File: src/rtl/rfpc_pkg.sv
// constants, types and decode functions of the receiver path control block
package rfpc_pkg;

  // ****************************************************
  // register indices (byte address is four times index)
  // ****************************************************
  localparam int unsigned IDX_W          = 4;
  localparam logic [3:0]  IDX_CHIP_STAT  = 4'h0;
  localparam logic [3:0]  IDX_PROTO      = 4'h1;
  localparam logic [3:0]  IDX_TUNE       = 4'hA;
  localparam logic [3:0]  IDX_LEVEL      = 4'hF;
  localparam int unsigned IDX_LSB        = 2;
  localparam int unsigned ADDR_MAP_MSB   = 5;
  localparam logic [2:0]  HSIZE_WORD     = 3'h2;
  localparam logic [1:0]  HRESP_OKAY_W   = 2'h0;

  // ****************************************************
  // field positions
  // ****************************************************
  localparam int unsigned CSC_MUX_SWAP   = 3;
  localparam int unsigned CSC_AGC_EN     = 2;
  localparam int unsigned TUNE_BP_110    = 7;
  localparam int unsigned TUNE_BP_200    = 6;
  localparam int unsigned TUNE_BP_450    = 5;
  localparam int unsigned TUNE_BP_100    = 4;
  localparam int unsigned TUNE_GR_MSB    = 3;
  localparam int unsigned TUNE_GR_LSB    = 2;
  localparam int unsigned TUNE_TRIG_X3   = 1;
  localparam int unsigned TUNE_ALWAYS_ON = 0;
  localparam int unsigned LVL_MSB        = 7;
  localparam int unsigned LVL_RSSI_LSB   = 5;
  localparam int unsigned PROTO_CLS_MSB  = 4;
  localparam int unsigned PROTO_CLS_LSB  = 3;

  // ****************************************************
  // reset values and presets
  // ****************************************************
  localparam logic [7:0]  CSC_RESET      = 8'h00;
  localparam logic [7:0]  PROTO_RESET    = 8'h00;
  localparam logic [7:0]  TUNE_RESET     = 8'h00;
  localparam logic [7:0]  PRESET_CLS0    = 8'h40;
  localparam logic [7:0]  PRESET_CLS1    = 8'h20;
  localparam logic [7:0]  PRESET_CLS2    = 8'h00;
  localparam logic [7:0]  PRESET_CLS3    = 8'h80;

  // ****************************************************
  // digitizer and gain control levels
  // ****************************************************
  localparam logic [7:0]  DIG_MIN_LEVEL  = 8'h10;
  localparam logic [7:0]  DIG_GR_STEP    = 8'h10;
  localparam logic [10:0] TRIG_MULT_X3   = 11'h003;
  localparam logic [10:0] TRIG_MULT_X5   = 11'h005;
  localparam logic [11:0] AGC_MARGIN     = 12'h008;
  localparam int unsigned FREEZE_EDGES   = 16;
  localparam int unsigned ATTEN_W        = 4;

  // ****************************************************
  // types
  // ****************************************************
  typedef enum logic [2:0] {
    BAND_240_1400 = 3'b000,
    BAND_110_570  = 3'b001,
    BAND_200_900  = 3'b010,
    BAND_450_1500 = 3'b011,
    BAND_100_1500 = 3'b100
  } rfpc_band_t;

  typedef enum logic [1:0] {
    AGC_IDLE   = 2'b00,
    AGC_TRACK  = 2'b01,
    AGC_FROZEN = 2'b10
  } rfpc_agc_state_t;

  // highest set passband bit wins
  function automatic rfpc_band_t rfpc_band_of(input logic [7:0] tune);
    if (tune[TUNE_BP_110]) begin
      return BAND_110_570;
    end else if (tune[TUNE_BP_200]) begin
      return BAND_200_900;
    end else if (tune[TUNE_BP_450]) begin
      return BAND_450_1500;
    end else if (tune[TUNE_BP_100]) begin
      return BAND_100_1500;
    end
    return BAND_240_1400;
  endfunction

  function automatic logic [7:0] rfpc_preset(input logic [7:0] proto);
    unique case (proto[PROTO_CLS_MSB:PROTO_CLS_LSB])
      2'b00: return PRESET_CLS0;
      2'b01: return PRESET_CLS1;
      2'b10: return PRESET_CLS2;
      2'b11: return PRESET_CLS3;
    endcase
  endfunction

endpackage

File: src/rtl/rfpc_reg_if.sv
// register access carrier between bus slave and control core
`timescale 1ns/1ps
interface rfpc_reg_if;
  logic       wr_en;
  logic [3:0] idx;
  logic [7:0] wdata;
  logic [7:0] rdata;
  modport slave (output wr_en, output idx, output wdata, input rdata);
  modport core (input wr_en, input idx, input wdata, output rdata);
endinterface

File: src/rtl/rfpc_ahb_slave.sv
// ahb-lite slave: zero-wait writes, one-wait reads
`timescale 1ns/1ps
module rfpc_ahb_slave (
  input  wire logic        hclk,
  input  wire logic        hresetn,
  input  wire logic        clk_en,
  input  wire logic        hsel,
  input  wire logic [31:0] haddr,
  input  wire logic [1:0]  htrans,
  input  wire logic        hwrite,
  input  wire logic [2:0]  hsize,
  input  wire logic [31:0] hwdata,
  input  wire logic        hready,
  output logic      [31:0] hrdata,
  output logic             hreadyout,
  output logic             hresp,
  rfpc_reg_if.slave        regs
);

  logic        dph_valid_reg, dph_valid_next;
  logic        dph_write_reg, dph_write_next;
  logic        dph_map_reg,   dph_map_next;
  logic [3:0]  dph_idx_reg,   dph_idx_next;
  logic [31:0] hrdata_reg,    hrdata_next;
  logic        hready_reg,    hready_next;
  logic        hresp_reg;
  logic        addr_ok;

  assign addr_ok = (haddr[31:rfpc_pkg::ADDR_MAP_MSB+1] == '0)
                   && (haddr[rfpc_pkg::IDX_LSB-1:0] == '0)
                   && (hsize == rfpc_pkg::HSIZE_WORD);

  always_comb begin
    dph_valid_next = dph_valid_reg;
    dph_write_next = dph_write_reg;
    dph_map_next   = dph_map_reg;
    dph_idx_next   = dph_idx_reg;
    hrdata_next    = hrdata_reg;
    hready_next    = hready_reg;
    if (dph_valid_reg && dph_write_reg) begin
      dph_valid_next = 1'b0;
    end
    if (dph_valid_reg && !dph_write_reg && !hready_reg) begin
      hrdata_next    = dph_map_reg ? {24'h00_0000, regs.rdata} : 32'h0000_0000;
      hready_next    = 1'b1;
      dph_valid_next = 1'b0;
    end
    if (hready && hsel && htrans[1]) begin
      dph_valid_next = 1'b1;
      dph_write_next = hwrite;
      dph_idx_next   = haddr[rfpc_pkg::ADDR_MAP_MSB:rfpc_pkg::IDX_LSB];
      dph_map_next   = addr_ok;
      hready_next    = hwrite;
    end
  end

  always_ff @(posedge hclk or negedge hresetn) begin
    if (!hresetn) begin
      dph_valid_reg <= 1'b0;
      dph_write_reg <= 1'b0;
      dph_map_reg   <= 1'b0;
      dph_idx_reg   <= rfpc_pkg::IDX_CHIP_STAT;
      hrdata_reg    <= 32'h0000_0000;
      hready_reg    <= 1'b1;
      hresp_reg     <= 1'b0;
    end else if (clk_en) begin
      dph_valid_reg <= dph_valid_next;
      dph_write_reg <= dph_write_next;
      dph_map_reg   <= dph_map_next;
      dph_idx_reg   <= dph_idx_next;
      hrdata_reg    <= hrdata_next;
      hready_reg    <= hready_next;
      hresp_reg     <= 1'b0;
    end
  end

  assign regs.wr_en = clk_en && dph_valid_reg && dph_write_reg && dph_map_reg;
  assign regs.idx   = dph_idx_reg;
  assign regs.wdata = hwdata[7:0];
  assign hrdata     = hrdata_reg;
  assign hreadyout  = hready_reg;
  assign hresp      = hresp_reg;

endmodule

File: src/rtl/rfpc_agc.sv
// automatic gain control: peak-tracking attenuation with edge-count freeze
`timescale 1ns/1ps
module rfpc_agc #(
  parameter int unsigned FREEZE_EDGES = rfpc_pkg::FREEZE_EDGES
) (
  input  wire logic        hclk,
  input  wire logic        hresetn,
  input  wire logic        clk_en,
  input  wire logic        agc_enable,
  input  wire logic        always_on,
  input  wire logic        rx_sof,
  input  wire logic        sub_edge,
  input  wire logic [7:0]  level,
  input  wire logic [10:0] threshold,
  output logic      [3:0]  atten,
  output logic             frozen
);

  rfpc_pkg::rfpc_agc_state_t state_reg, state_next;
  logic [4:0] cnt_reg,    cnt_next;
  logic [3:0] atten_reg,  atten_next;
  logic       frozen_reg, frozen_next;
  logic       over;

  assign over = {4'h0, level} > ({1'b0, threshold} + rfpc_pkg::AGC_MARGIN);

  always_comb begin
    state_next = state_reg;
    cnt_next   = cnt_reg;
    atten_next = atten_reg;
    if (!agc_enable) begin
      state_next = rfpc_pkg::AGC_IDLE;
      atten_next = 4'h0;
      cnt_next   = 5'h00;
    end else if (rx_sof) begin
      state_next = rfpc_pkg::AGC_TRACK;
      atten_next = 4'h0;
      cnt_next   = 5'h00;
    end else begin
      unique case (state_reg)
        rfpc_pkg::AGC_IDLE: begin
          state_next = rfpc_pkg::AGC_TRACK;
        end
        rfpc_pkg::AGC_TRACK: begin
          if (over && atten_reg != 4'hF) begin
            atten_next = atten_reg + 4'h1;
          end
          if (sub_edge && !always_on) begin
            cnt_next = cnt_reg + 5'h01;
            if (cnt_reg == 5'(FREEZE_EDGES - 1)) begin
              state_next = rfpc_pkg::AGC_FROZEN;
            end
          end
        end
        rfpc_pkg::AGC_FROZEN: begin
          if (always_on) begin
            state_next = rfpc_pkg::AGC_TRACK;
          end
        end
        default: begin
          state_next = rfpc_pkg::AGC_IDLE;
        end
      endcase
    end
    frozen_next = (state_next == rfpc_pkg::AGC_FROZEN);
  end

  always_ff @(posedge hclk or negedge hresetn) begin
    if (!hresetn) begin
      state_reg  <= rfpc_pkg::AGC_IDLE;
      cnt_reg    <= 5'h00;
      atten_reg  <= 4'h0;
      frozen_reg <= 1'b0;
    end else if (clk_en) begin
      state_reg  <= state_next;
      cnt_reg    <= cnt_next;
      atten_reg  <= atten_next;
      frozen_reg <= frozen_next;
    end
  end

  assign atten  = atten_reg;
  assign frozen = frozen_reg;

  a_agc_off_zero: assert property (@(posedge hclk) disable iff (!hresetn)
    clk_en && !agc_enable |=> atten == 4'h0 && !frozen)
    else $error("gain reduction active while control disabled");
  a_agc_only_up: assert property (@(posedge hclk) disable iff (!hresetn)
    clk_en && agc_enable && !rx_sof |=> atten >= $past(atten))
    else $error("gain reduction decreased inside a reception");
  a_agc_sof_clear: assert property (@(posedge hclk) disable iff (!hresetn)
    clk_en && agc_enable && rx_sof |=> atten == 4'h0 && !frozen)
    else $error("gain reduction not cleared at start frame");
  a_agc_reacts: assert property (@(posedge hclk) disable iff (!hresetn)
    clk_en && agc_enable && !rx_sof && state_reg == rfpc_pkg::AGC_TRACK && over
    && atten != 4'hF |=> atten == $past(atten) + 4'h1)
    else $error("gain reduction missed an over-threshold level");
  a_agc_freeze_16: assert property (@(posedge hclk) disable iff (!hresetn)
    clk_en && agc_enable && !rx_sof && !always_on && state_reg == rfpc_pkg::AGC_TRACK
    && sub_edge && cnt_reg == 5'(FREEZE_EDGES - 1) |=> frozen)
    else $error("gain control not frozen after edge limit");
  a_agc_always_on: assert property (@(posedge hclk) disable iff (!hresetn)
    clk_en && always_on |=> !frozen)
    else $error("gain control frozen in always-on mode");

endmodule

File: src/rtl/rfpc_top.sv
// receiver path control: input routing, filter tuning, digitizer, gain control
//
// Implementation choice: the AHB-Lite slave port.
`timescale 1ns/1ps
module rfpc_top #(
  parameter int unsigned FREEZE_EDGES = rfpc_pkg::FREEZE_EDGES
) (
  input  wire logic        hclk,
  input  wire logic        hresetn,
  input  wire logic        clk_en,
  input  wire logic        hsel,
  input  wire logic [31:0] haddr,
  input  wire logic [1:0]  htrans,
  input  wire logic        hwrite,
  input  wire logic [2:0]  hsize,
  input  wire logic [31:0] hwdata,
  input  wire logic        hready,
  output logic      [31:0] hrdata,
  output logic             hreadyout,
  output logic             hresp,
  input  wire logic [7:0]  receive_input_one,
  input  wire logic [7:0]  receive_input_two,
  input  wire logic        tx_start,
  input  wire logic        rx_sof,
  output logic             main_subcarrier,
  output logic             mux_swap,
  output logic      [2:0]  band_sel,
  output logic             gain_cut_7db,
  output logic      [1:0]  dig_gain_red,
  output logic      [3:0]  agc_atten,
  output logic             agc_frozen
);

  // ****************************************************
  // register access
  // ****************************************************
  rfpc_reg_if regs ();

  rfpc_ahb_slave u_slave (
    .hclk      (hclk),
    .hresetn   (hresetn),
    .clk_en    (clk_en),
    .hsel      (hsel),
    .haddr     (haddr),
    .htrans    (htrans),
    .hwrite    (hwrite),
    .hsize     (hsize),
    .hwdata    (hwdata),
    .hready    (hready),
    .hrdata    (hrdata),
    .hreadyout (hreadyout),
    .hresp     (hresp),
    .regs      (regs)
  );

  logic [7:0] csc_reg,   csc_next;
  logic [7:0] proto_reg, proto_next;
  logic [7:0] tune_reg,  tune_next;
  logic       wr_csc, wr_proto, wr_tune;

  assign wr_csc   = regs.wr_en && regs.idx == rfpc_pkg::IDX_CHIP_STAT;
  assign wr_proto = regs.wr_en && regs.idx == rfpc_pkg::IDX_PROTO;
  assign wr_tune  = regs.wr_en && regs.idx == rfpc_pkg::IDX_TUNE;

  always_comb begin
    csc_next   = csc_reg;
    proto_next = proto_reg;
    tune_next  = tune_reg;
    if (wr_csc) begin
      csc_next = regs.wdata;
    end
    if (wr_proto) begin
      proto_next = regs.wdata;
      tune_next  = rfpc_pkg::rfpc_preset(regs.wdata);
    end
    if (wr_tune) begin
      tune_next = regs.wdata;
    end
  end

  always_ff @(posedge hclk or negedge hresetn) begin
    if (!hresetn) begin
      csc_reg   <= rfpc_pkg::CSC_RESET;
      proto_reg <= rfpc_pkg::PROTO_RESET;
      tune_reg  <= rfpc_pkg::TUNE_RESET;
    end else if (clk_en) begin
      csc_reg   <= csc_next;
      proto_reg <= proto_next;
      tune_reg  <= tune_next;
    end
  end

  // ****************************************************
  // input multiplexer and signal strength
  // ****************************************************
  logic [7:0] main_level, aux_level;
  logic [2:0] rssi_main_reg, rssi_main_next;
  logic [2:0] rssi_aux_reg,  rssi_aux_next;
  logic [2:0] main_peak, aux_peak;

  always_comb begin
    if (csc_reg[rfpc_pkg::CSC_MUX_SWAP]) begin
      main_level = receive_input_two;
      aux_level  = receive_input_one;
    end else begin
      main_level = receive_input_one;
      aux_level  = receive_input_two;
    end
  end

  assign main_peak = main_level[rfpc_pkg::LVL_MSB:rfpc_pkg::LVL_RSSI_LSB];
  assign aux_peak  = aux_level[rfpc_pkg::LVL_MSB:rfpc_pkg::LVL_RSSI_LSB];

  // peaks latch until the reader transmits again
  always_comb begin
    rssi_main_next = rssi_main_reg;
    rssi_aux_next  = rssi_aux_reg;
    if (tx_start) begin
      rssi_main_next = 3'h0;
      rssi_aux_next  = 3'h0;
    end else begin
      if (main_peak > rssi_main_reg) begin
        rssi_main_next = main_peak;
      end
      if (aux_peak > rssi_aux_reg) begin
        rssi_aux_next = aux_peak;
      end
    end
  end

  always_ff @(posedge hclk or negedge hresetn) begin
    if (!hresetn) begin
      rssi_main_reg <= 3'h0;
      rssi_aux_reg  <= 3'h0;
    end else if (clk_en) begin
      rssi_main_reg <= rssi_main_next;
      rssi_aux_reg  <= rssi_aux_next;
    end
  end

  always_comb begin
    case (regs.idx)
      rfpc_pkg::IDX_CHIP_STAT: regs.rdata = csc_reg;
      rfpc_pkg::IDX_PROTO:     regs.rdata = proto_reg;
      rfpc_pkg::IDX_TUNE:      regs.rdata = tune_reg;
      rfpc_pkg::IDX_LEVEL:     regs.rdata = {2'b00, rssi_aux_reg, rssi_main_reg};
      default:                 regs.rdata = 8'h00;
    endcase
  end

  // ****************************************************
  // digitizer, filter selection and outputs
  // ****************************************************
  logic [1:0]  gr;
  logic [7:0]  win;
  logic [10:0] thr;
  logic        sub_next, sub_edge;
  logic        main_sub_reg;
  logic [2:0]  band_reg, band_next;
  logic        cut_reg, swap_reg;
  logic [1:0]  gr_reg;

  assign gr  = tune_reg[rfpc_pkg::TUNE_GR_MSB:rfpc_pkg::TUNE_GR_LSB];
  assign win = 8'(rfpc_pkg::DIG_MIN_LEVEL + {6'h00, gr} * rfpc_pkg::DIG_GR_STEP);
  assign thr = 11'({3'b000, win} * (tune_reg[rfpc_pkg::TUNE_TRIG_X3] ?
               rfpc_pkg::TRIG_MULT_X3 : rfpc_pkg::TRIG_MULT_X5));

  assign sub_next  = main_level > win;
  assign sub_edge  = sub_next != main_sub_reg;
  assign band_next = rfpc_pkg::rfpc_band_of(tune_reg);

  always_ff @(posedge hclk or negedge hresetn) begin
    if (!hresetn) begin
      main_sub_reg <= 1'b0;
      band_reg     <= rfpc_pkg::BAND_240_1400;
      cut_reg      <= 1'b0;
      gr_reg       <= 2'b00;
      swap_reg     <= 1'b0;
    end else if (clk_en) begin
      main_sub_reg <= sub_next;
      band_reg     <= band_next;
      cut_reg      <= (band_next == rfpc_pkg::BAND_100_1500);
      gr_reg       <= gr;
      swap_reg     <= csc_reg[rfpc_pkg::CSC_MUX_SWAP];
    end
  end

  rfpc_agc #(
    .FREEZE_EDGES (FREEZE_EDGES)
  ) u_agc (
    .hclk       (hclk),
    .hresetn    (hresetn),
    .clk_en     (clk_en),
    .agc_enable (csc_reg[rfpc_pkg::CSC_AGC_EN]),
    .always_on  (tune_reg[rfpc_pkg::TUNE_ALWAYS_ON]),
    .rx_sof     (rx_sof),
    .sub_edge   (sub_edge),
    .level      (main_level),
    .threshold  (thr),
    .atten      (agc_atten),
    .frozen     (agc_frozen)
  );

  assign main_subcarrier = main_sub_reg;
  assign mux_swap        = swap_reg;
  assign band_sel        = band_reg;
  assign gain_cut_7db    = cut_reg;
  assign dig_gain_red    = gr_reg;

  // ****************************************************
  // checks
  // ****************************************************
  a_mux_default: assert property (@(posedge hclk) disable iff (!hresetn)
    clk_en && !csc_reg[rfpc_pkg::CSC_MUX_SWAP]
    |=> main_subcarrier == ($past(receive_input_one) > $past(win)))
    else $error("main path not fed from input one");
  a_mux_swapped: assert property (@(posedge hclk) disable iff (!hresetn)
    clk_en && csc_reg[rfpc_pkg::CSC_MUX_SWAP]
    |=> main_subcarrier == ($past(receive_input_two) > $past(win)))
    else $error("main path not fed from input two when swapped");
  a_level_peak: assert property (@(posedge hclk) disable iff (!hresetn)
    clk_en && !tx_start |=> rssi_main_reg >= $past(rssi_main_reg)
    && rssi_aux_reg >= $past(rssi_aux_reg))
    else $error("signal level peak dropped without transmission");
  a_proto_preset: assert property (@(posedge hclk) disable iff (!hresetn)
    clk_en && wr_proto |=> tune_reg == rfpc_pkg::rfpc_preset($past(regs.wdata)))
    else $error("protocol write did not load presets");
  a_tune_write: assert property (@(posedge hclk) disable iff (!hresetn)
    clk_en && wr_tune |=> tune_reg == $past(regs.wdata)
    ##1 (!$past(clk_en) || band_sel == rfpc_pkg::rfpc_band_of($past(regs.wdata, 2))))
    else $error("tuning write not applied");
  a_band_select: assert property (@(posedge hclk) disable iff (!hresetn)
    clk_en |=> band_sel == rfpc_pkg::rfpc_band_of($past(tune_reg))
    && gain_cut_7db == (band_sel == rfpc_pkg::BAND_100_1500))
    else $error("passband select does not follow tuning bits");
  a_dig_window: assert property (@(posedge hclk) disable iff (!hresetn)
    clk_en |=> dig_gain_red == $past(tune_reg[rfpc_pkg::TUNE_GR_MSB:rfpc_pkg::TUNE_GR_LSB]))
    else $error("digitizer reduction does not follow field");

endmodule

File: config.mk
export PLATFORM = sky130hd
export DESIGN_NAME = rfpc_top
export DESIGN_NICKNAME = d
export VERILOG_FILES = /design/src/rtl/rfpc_pkg.sv /design/src/rtl/rfpc_reg_if.sv /design/src/rtl/rfpc_ahb_slave.sv /design/src/rtl/rfpc_agc.sv /design/src/rtl/rfpc_top.sv
export SDC_FILE = /design/constraint.sdc
export NUM_CORES = 1
export LEC_CHECK = 0
export ABC_AREA = 0
export BUFFER_PORTS_ARGS = -buffer_cell sky130_fd_sc_hd__buf_2
export CAP_MARGIN = 10
export CELL_PAD_IN_SITES_DETAIL_PLACEMENT = 1
export CELL_PAD_IN_SITES_GLOBAL_PLACEMENT = 1
export CORE_UTILIZATION = 40
export CTS_CLUSTER_DIAMETER = 60
export DETAILED_ROUTE_END_ITERATION = 16
export PLACE_DENSITY_LB_ADDON = 0.1
export SLEW_MARGIN = 20
export SYNTH_ARGS = -nofsm -noshare
export SYNTH_HDL_FRONTEND = slang
export SYNTH_SLANG_ARGS = --single-unit
File: constraint.sdc
create_clock -name hclk -period 8.2 [get_ports hclk]
set_clock_uncertainty 0.05 [all_clocks]
set_input_delay 0.41 -clock hclk [delete_from_list [all_inputs] [get_ports hclk]]
set_output_delay 0.41 -clock hclk [all_outputs]
set_load 0.1 [all_outputs]
======== Word-level counts from Yosys, hierarchy flattened ========
Cells that the tools add are included.
storage, ports and cells
  word-level logic and storage cells ...... 125
  input port bits ......................... 93
  output and inout bits ................... 47
  register bits ........................... 90
cells by class
  multiply operators ...................... 1
  eq/ne operators ......................... 17
  add/subtract/negate cells ............... 4
  $lt $le $gt $ge ......................... 4
  reduce and logical (&&, ||, !) cells .... 39
  muxes and demuxes ....................... 40
operators by type and width
  operator                 count
  $pmux W8 S4              2
  $mux W8                  5
  $mux W3                  10
  $logic_not A26 Y1        1
  $mux W5                  4
  $reduce_and A2 Y1        9
  $mux W4                  4
  $logic_and A1 B1 Y1      15
  $gt A8 B12 Y1            1
  $add A10 B4 Y11 const B  1
  $mul A7 B3 Y10           1
  $mux W2                  5
  $mux W1                  9
  $ne A3 B2 Y1 const B     3
  $eq A2 B2 Y1 const B     4
  $eq A4 B4 Y1 const B     2
  $gt A8 B7 Y1             1
  $reduce_bool A2 Y1       4
  $add A5 B6 Y7 const A    1
  $gt A3 B3 Y1             2
  $logic_not A2 Y1         3
  $pmux W2 S3              1
  $reduce_and A3 Y1        2
  $add A5 B1 Y5 const B    1
  11 further kinds         14

======== Longest topological paths before layout ========
  depth in word-level cells ............... 9
  mapped depth ............................ 15
  depth with buffers taken out ............ 14

======== Hierarchy ========
From an unflattened synthesis, not the netlist that was laid out.
unflattened totals
  cell total of the unflattened synthesis .. 448
  area total of the unflattened synthesis .. 4,329.2 µm²
by module, submodules not included
  module          sequential area each (µm²)  area an instance (µm²)  cells each  instances
  rfpc_top        950.9                       2,391.0                 238         1
  rfpc_ahb_slave  401.6                       984.7                   103         1
  rfpc_agc        300.3                       953.4                   107         1

======== Worst setup path before layout ========
Ideal clock, no wire load.
  kind .................................... register -> register
  start ................................... register tune_reg[2]
  end ..................................... register u_agc.atten_reg[0], in the netlist u_agc.atten[0]
  library setup time ...................... 120 ps
  setup slack ............................. 5,146 ps
  buffers on the path ..................... 0
  arrival time ............................ 2,884 ps
  period minus slack after synthesis ...... 3,054 ps
  data required time ...................... 8,030 ps
  cell stages (with the launch flop) ...... 13
  cell sequence ........................... dfrtp_1 > ha_1 > inv_1 > nor2_1 > ha_1 > ha_1 > ha_1 > fa_1 > a31oi_1 > o21a_1 > o311ai_4 > a21o_1 > a21o_1
between the ends
  cells in the longest elaborated chain, start to end .. 7
ends and longest elaborated chain
  element                             RTL line         text
  start, declared                     rfpc_top.sv:58   logic [7:0] tune_reg, tune_next;
  start signal, assigned              rfpc_top.sv:85   tune_reg <= rfpc_pkg::TUNE_RESET;
  start signal, assigned              rfpc_top.sv:89   tune_reg <= tune_next;
  $add A5 B6 Y7                       rfpc_top.sv:164  assign win = 8'(rfpc_pkg::DIG_MIN_LEVEL + {6'h00, gr} * rfpc_pkg::DIG_GR_STEP);
  $mul A7 B3 Y10                      rfpc_top.sv:165  assign thr = 11'({3'b000, win} * (tune_reg[rfpc_pkg::TUNE_TRIG_X3] ?
  $add A10 B4 Y11                     rfpc_agc.sv:25   assign over = {4'h0, level} > ({1'b0, threshold} + rfpc_pkg::AGC_MARGIN);
  $gt A8 B12 Y1                       rfpc_agc.sv:25
  $logic_and A1 B1 Y1                 rfpc_agc.sv:45   if (over && atten_reg != 4'hF) begin
  $ne A3 B2 Y1 (no source line)       -
  $reduce_and A3 Y1 (no source line)  -
  end signal, assigned                rfpc_agc.sv:77   atten_reg <= atten_next;
  end, declared                       rfpc_agc.sv:21   logic [3:0] atten_reg, atten_next;
No other way between the ends.
A chain may end at the register's enable or synchronous reset.

======== Worst setup path after layout ========
Same ends and word-level chain as after synthesis.

==> metrics.md <==
| Metric | Value |
|---|---|
| RSZ-0062 raised after global routing | `false` |
| Tightest Hold Check Type | `input port to async pin` |
| Crit path cell chain | `ha_1 -> inv_1 -> nor2_1 -> ha_1 -> ha_1 -> ha_1 -> fa_1 -> a31oi_1 -> o21a_1 -> o311ai_4 -> a21o_1 -> a21o_1` |
| Largest net degree at the start of global routing | `67` |
| Worst skew pair latency | `around 0.35 ns` |
| Asr flop ratio synth | `100%` |
| Synth Register Bits | `66` |
| Die H | `~100 um` |
| # placed instances | `a little over 600` |
| # hold bufs at CTS | `0` |
| CP startpoint kind | `register` |
| Finished Layout Cells | `630` |
| Vias in the first global route | `about 3300` |
| Via count | `roughly 3300` |
| DRC | `0` |
| Placed Area | `4420 um^2` |
| Sequential fraction of the synthesis area | `approximately two fifths` |
| Synthesis Warnings | `0` |
| Max Clk Rate | `roughly 300 MHz` |
| Share of the synthesized area in the top cell type | `about two fifths` |
| Site Rows | `35` |
| Prevailing post-synth register cell | `dfrtp_1` |
| Worst-Margin Slew | `approximately 0.98 ns` |
| Status | `complete, no violations` |
| CTS Buf Count | `9` |
| Routed wire length | `9960 um` |
| TritonRoute pass-1 iters | `5` |
| Internal | `0.554 mW` |
| Top post-synthesis cells by area | `dfrtp_1, ha_1, mux2_2` |
| CP endpoint kind | `register` |
| Root Driver | `clkbuf_8` |
| Leakage power | `between 2 and 2.5 nW` |
| Nets | `between 600 and 700` |
| Cells after synthesis | `406` |
| Fin util | `around half` |
| Clock Path Buffers | `2` |
| Max VDD drop | `around 0.000098 V` |
| I/O pin cnt | `140` |
| Critical-path top delay cell | `dfrtp_1` |
| Seq pwr share | `between 40 and 50%` |
| Finished Cell Area | `between 4000 and 5000 um^2` |
| Critical Path RT | `approximately 8.4 ns` |
| Max incr delay on CP | `about 0.47 ns` |
| Iteration-0 DRC count of the detailed router | `around 130` |
| Die area | `about 10000 um^2` |
| DP HPWL | `~7600 um` |
| Setup TNS | `0 ns` |
| Sequential cell area | `about 1700 um^2` |
| H-tree Lvls | `3` |
| Max cap viols | `0` |
| Crit path top cell by count | `ha_1` |
| Cell accounting for the most synthesized area | `dfrtp_1` |
| Initial antenna violation count | `0` |
| Setup Crit Path Kind | `register to register` |
| Unique masters post-synth | `between 50 and 60` |
| Total gr overflow | `0` |
| CTS Sinks | `66` |
| Switch Pwr | `0.271 mW` |
| Synthesis-to-layout area growth | `17.6%` |
| Period utilization | `40.8%` |
| Share of layout cells above drive strength 1 | `between 20% and 30%` |
| # Post-CTS Setup Buffers | `0` |
| N_diodes | `0` |
| Switching Share | `32.8%` |
| Combinational share of power | `a little under a fifth` |
| Vias per std cell | `roughly 5.2` |
| RePlAce Congestion | `between 0.8 and 0.9` |
| Final setup vio count | `0` |
| Most common cell after layout, fill and taps aside | `buf_2` |
| Post-cts sizing count | `0` |
| # port buffers | `89` |
| Synth Area per Inst | `roughly 9.7 um^2` |
| Cell area after synthesis | `3950 um^2` |
| CORE AREA | `between 9000 and 10000 um^2` |
| Initial Util | `41.9%` |
| Crit path max fanout | `7` |
| Commonest non-fill, non-tap cells in the layout | `buf_2, dfrtp_1, nand2_1` |
| Period minus WS final | `3.35 ns` |
| First-pass GRT wire length | `16600 um` |
| Filler cells | `between 1000 and 1500` |
| Post-synth EDFFs | `0` |
| Max-slew violation count | `0` |
| Area of the multi-input gates | `slightly above 2000 um^2` |
| Slew HR | `~34%` |
| Final hold violation count | `0` |
| Post-route ant nets | `0` |
| Clock power frac | `between 30 and 40%` |
| Aggregate global-route resource usage | `between 20% and 30%` |
| CTS tree | `yes` |
| Die X | `~100 um` |
| Reg clk slew, reported paths | `~0.08 ns` |
| Avg WL per Cell | `15.8 um` |
| Crit path DAT | `3.54 ns` |
| PwrDens | `about 180 nW/um^2` |
-- area by class of cell --
cell class	instances	share of cell area (%)
timing repair buffer	91	9.91
clock buffer	9	2.67
multi-input combinational	304	44.2
tap	129	3.47
sequential	66	35.6
inverter	24	1.94
clock inverter	7	2.18
-- per-stage QoR --
stage	power (mW)	setup slack, ns	hold slack (ns)
after floorplan	0.481	5.15	0.0644
after global placement	0.516	4.91	0.405
after detailed placement	0.520	4.85	0.409
after CTS	0.834	4.83	0.216
after global routing	0.861	4.63	0.230
final	0.825	4.85	0.183
-- path summary, 6_finish.rpt --
kind	depth (start not counted)	slack [ns]	to	startpoint
min in group hclk	3	0.23	proto_reg[6]	hwdata[6]
max	12	4.85	u_agc.atten[0]	tune_reg[2]
min reg2reg	2	0.42	proto_reg[4]	proto_reg[4]
max reg2reg	12	4.85	u_agc.atten[0]	tune_reg[2]
max in group asynchronous	2	7.35	csc_reg[4]	hresetn
min	2	0.18	u_agc.atten[2]	hresetn
-- cell usage after synthesis (2+ instances only) --
cell,number
a211o_1,2
a211oi_1,3
a21boi_0,6
a21o_1,5
a21oi_1,15
a222oi_1,8
a31oi_1,6
and2_1,4
and2b_2,2
and3_1,4
buf_2,3
buf_4,25
clkbuf_1,7
dfrtp_1,65
ha_1,24
inv_1,24
mux2_2,22
mux2i_1,10
nand2_1,64
nand2b_1,5
nand3_1,8
nand4_1,5
nor2_1,20
nor2b_1,2
nor3_1,6
nor4_1,8
nor4_2,2
o21ai_0,12
o21ai_1,6
o2bb2ai_1,2
o31ai_1,4
-- layer usage --
| metal | vias up | wire length, um | part of all wire [%] | GRT usage (%) |
|---|---|---|---|---|
| met5 | - | 0 | 0 | 0 |
| met3 | 10 | 299 | 3.0 | 3.17 |
| met1 | 1600 | 4560 | 46 | 27.8 |
| met2 | 60 | 4990 | 50 | 36.2 |
| li1 | 1585 | - | - | - |
| met4 | 0 | 115 | 1.2 | 6.35 |
-- worst max-delay path, delay by kind of cell, from the launching register on --
kind	cells	cell delay, ns
compound gates	5	0.95
fa+ha+maj	5	1.62
buf+inv	1	0.10
flops	1	0.47
simple gates	1	0.06
-- power groups by stage --
stage	sequential [mW]	clock, mW	combinational [mW]
finish	0.355	0.313	0.158
CTS	0.355	0.319	0.160
detailed placement	0.361	0	0.159
floorplan	0.370	0	0.111
global route	0.357	0.332	0.171
global placement	0.360	0	0.155
-- cell families (layout without fill, tap and decap cells) --
family | count (synthesis) | after routing | synth area share, %
flops | 66 | 66 | 41.9
buf+inv | 60 | 131 | 8.37
compound gates | 79 | 79 | 14.4
mux | 33 | 33 | 9.16
fa+ha+maj | 25 | 25 | 8.11
xor+xnor | 1 | 1 | 0.222
other cells | 1 | 25 | 0.0950
simple gates | 141 | 141 | 17.7
Note: power is estimated with default switching activity, not from simulation.
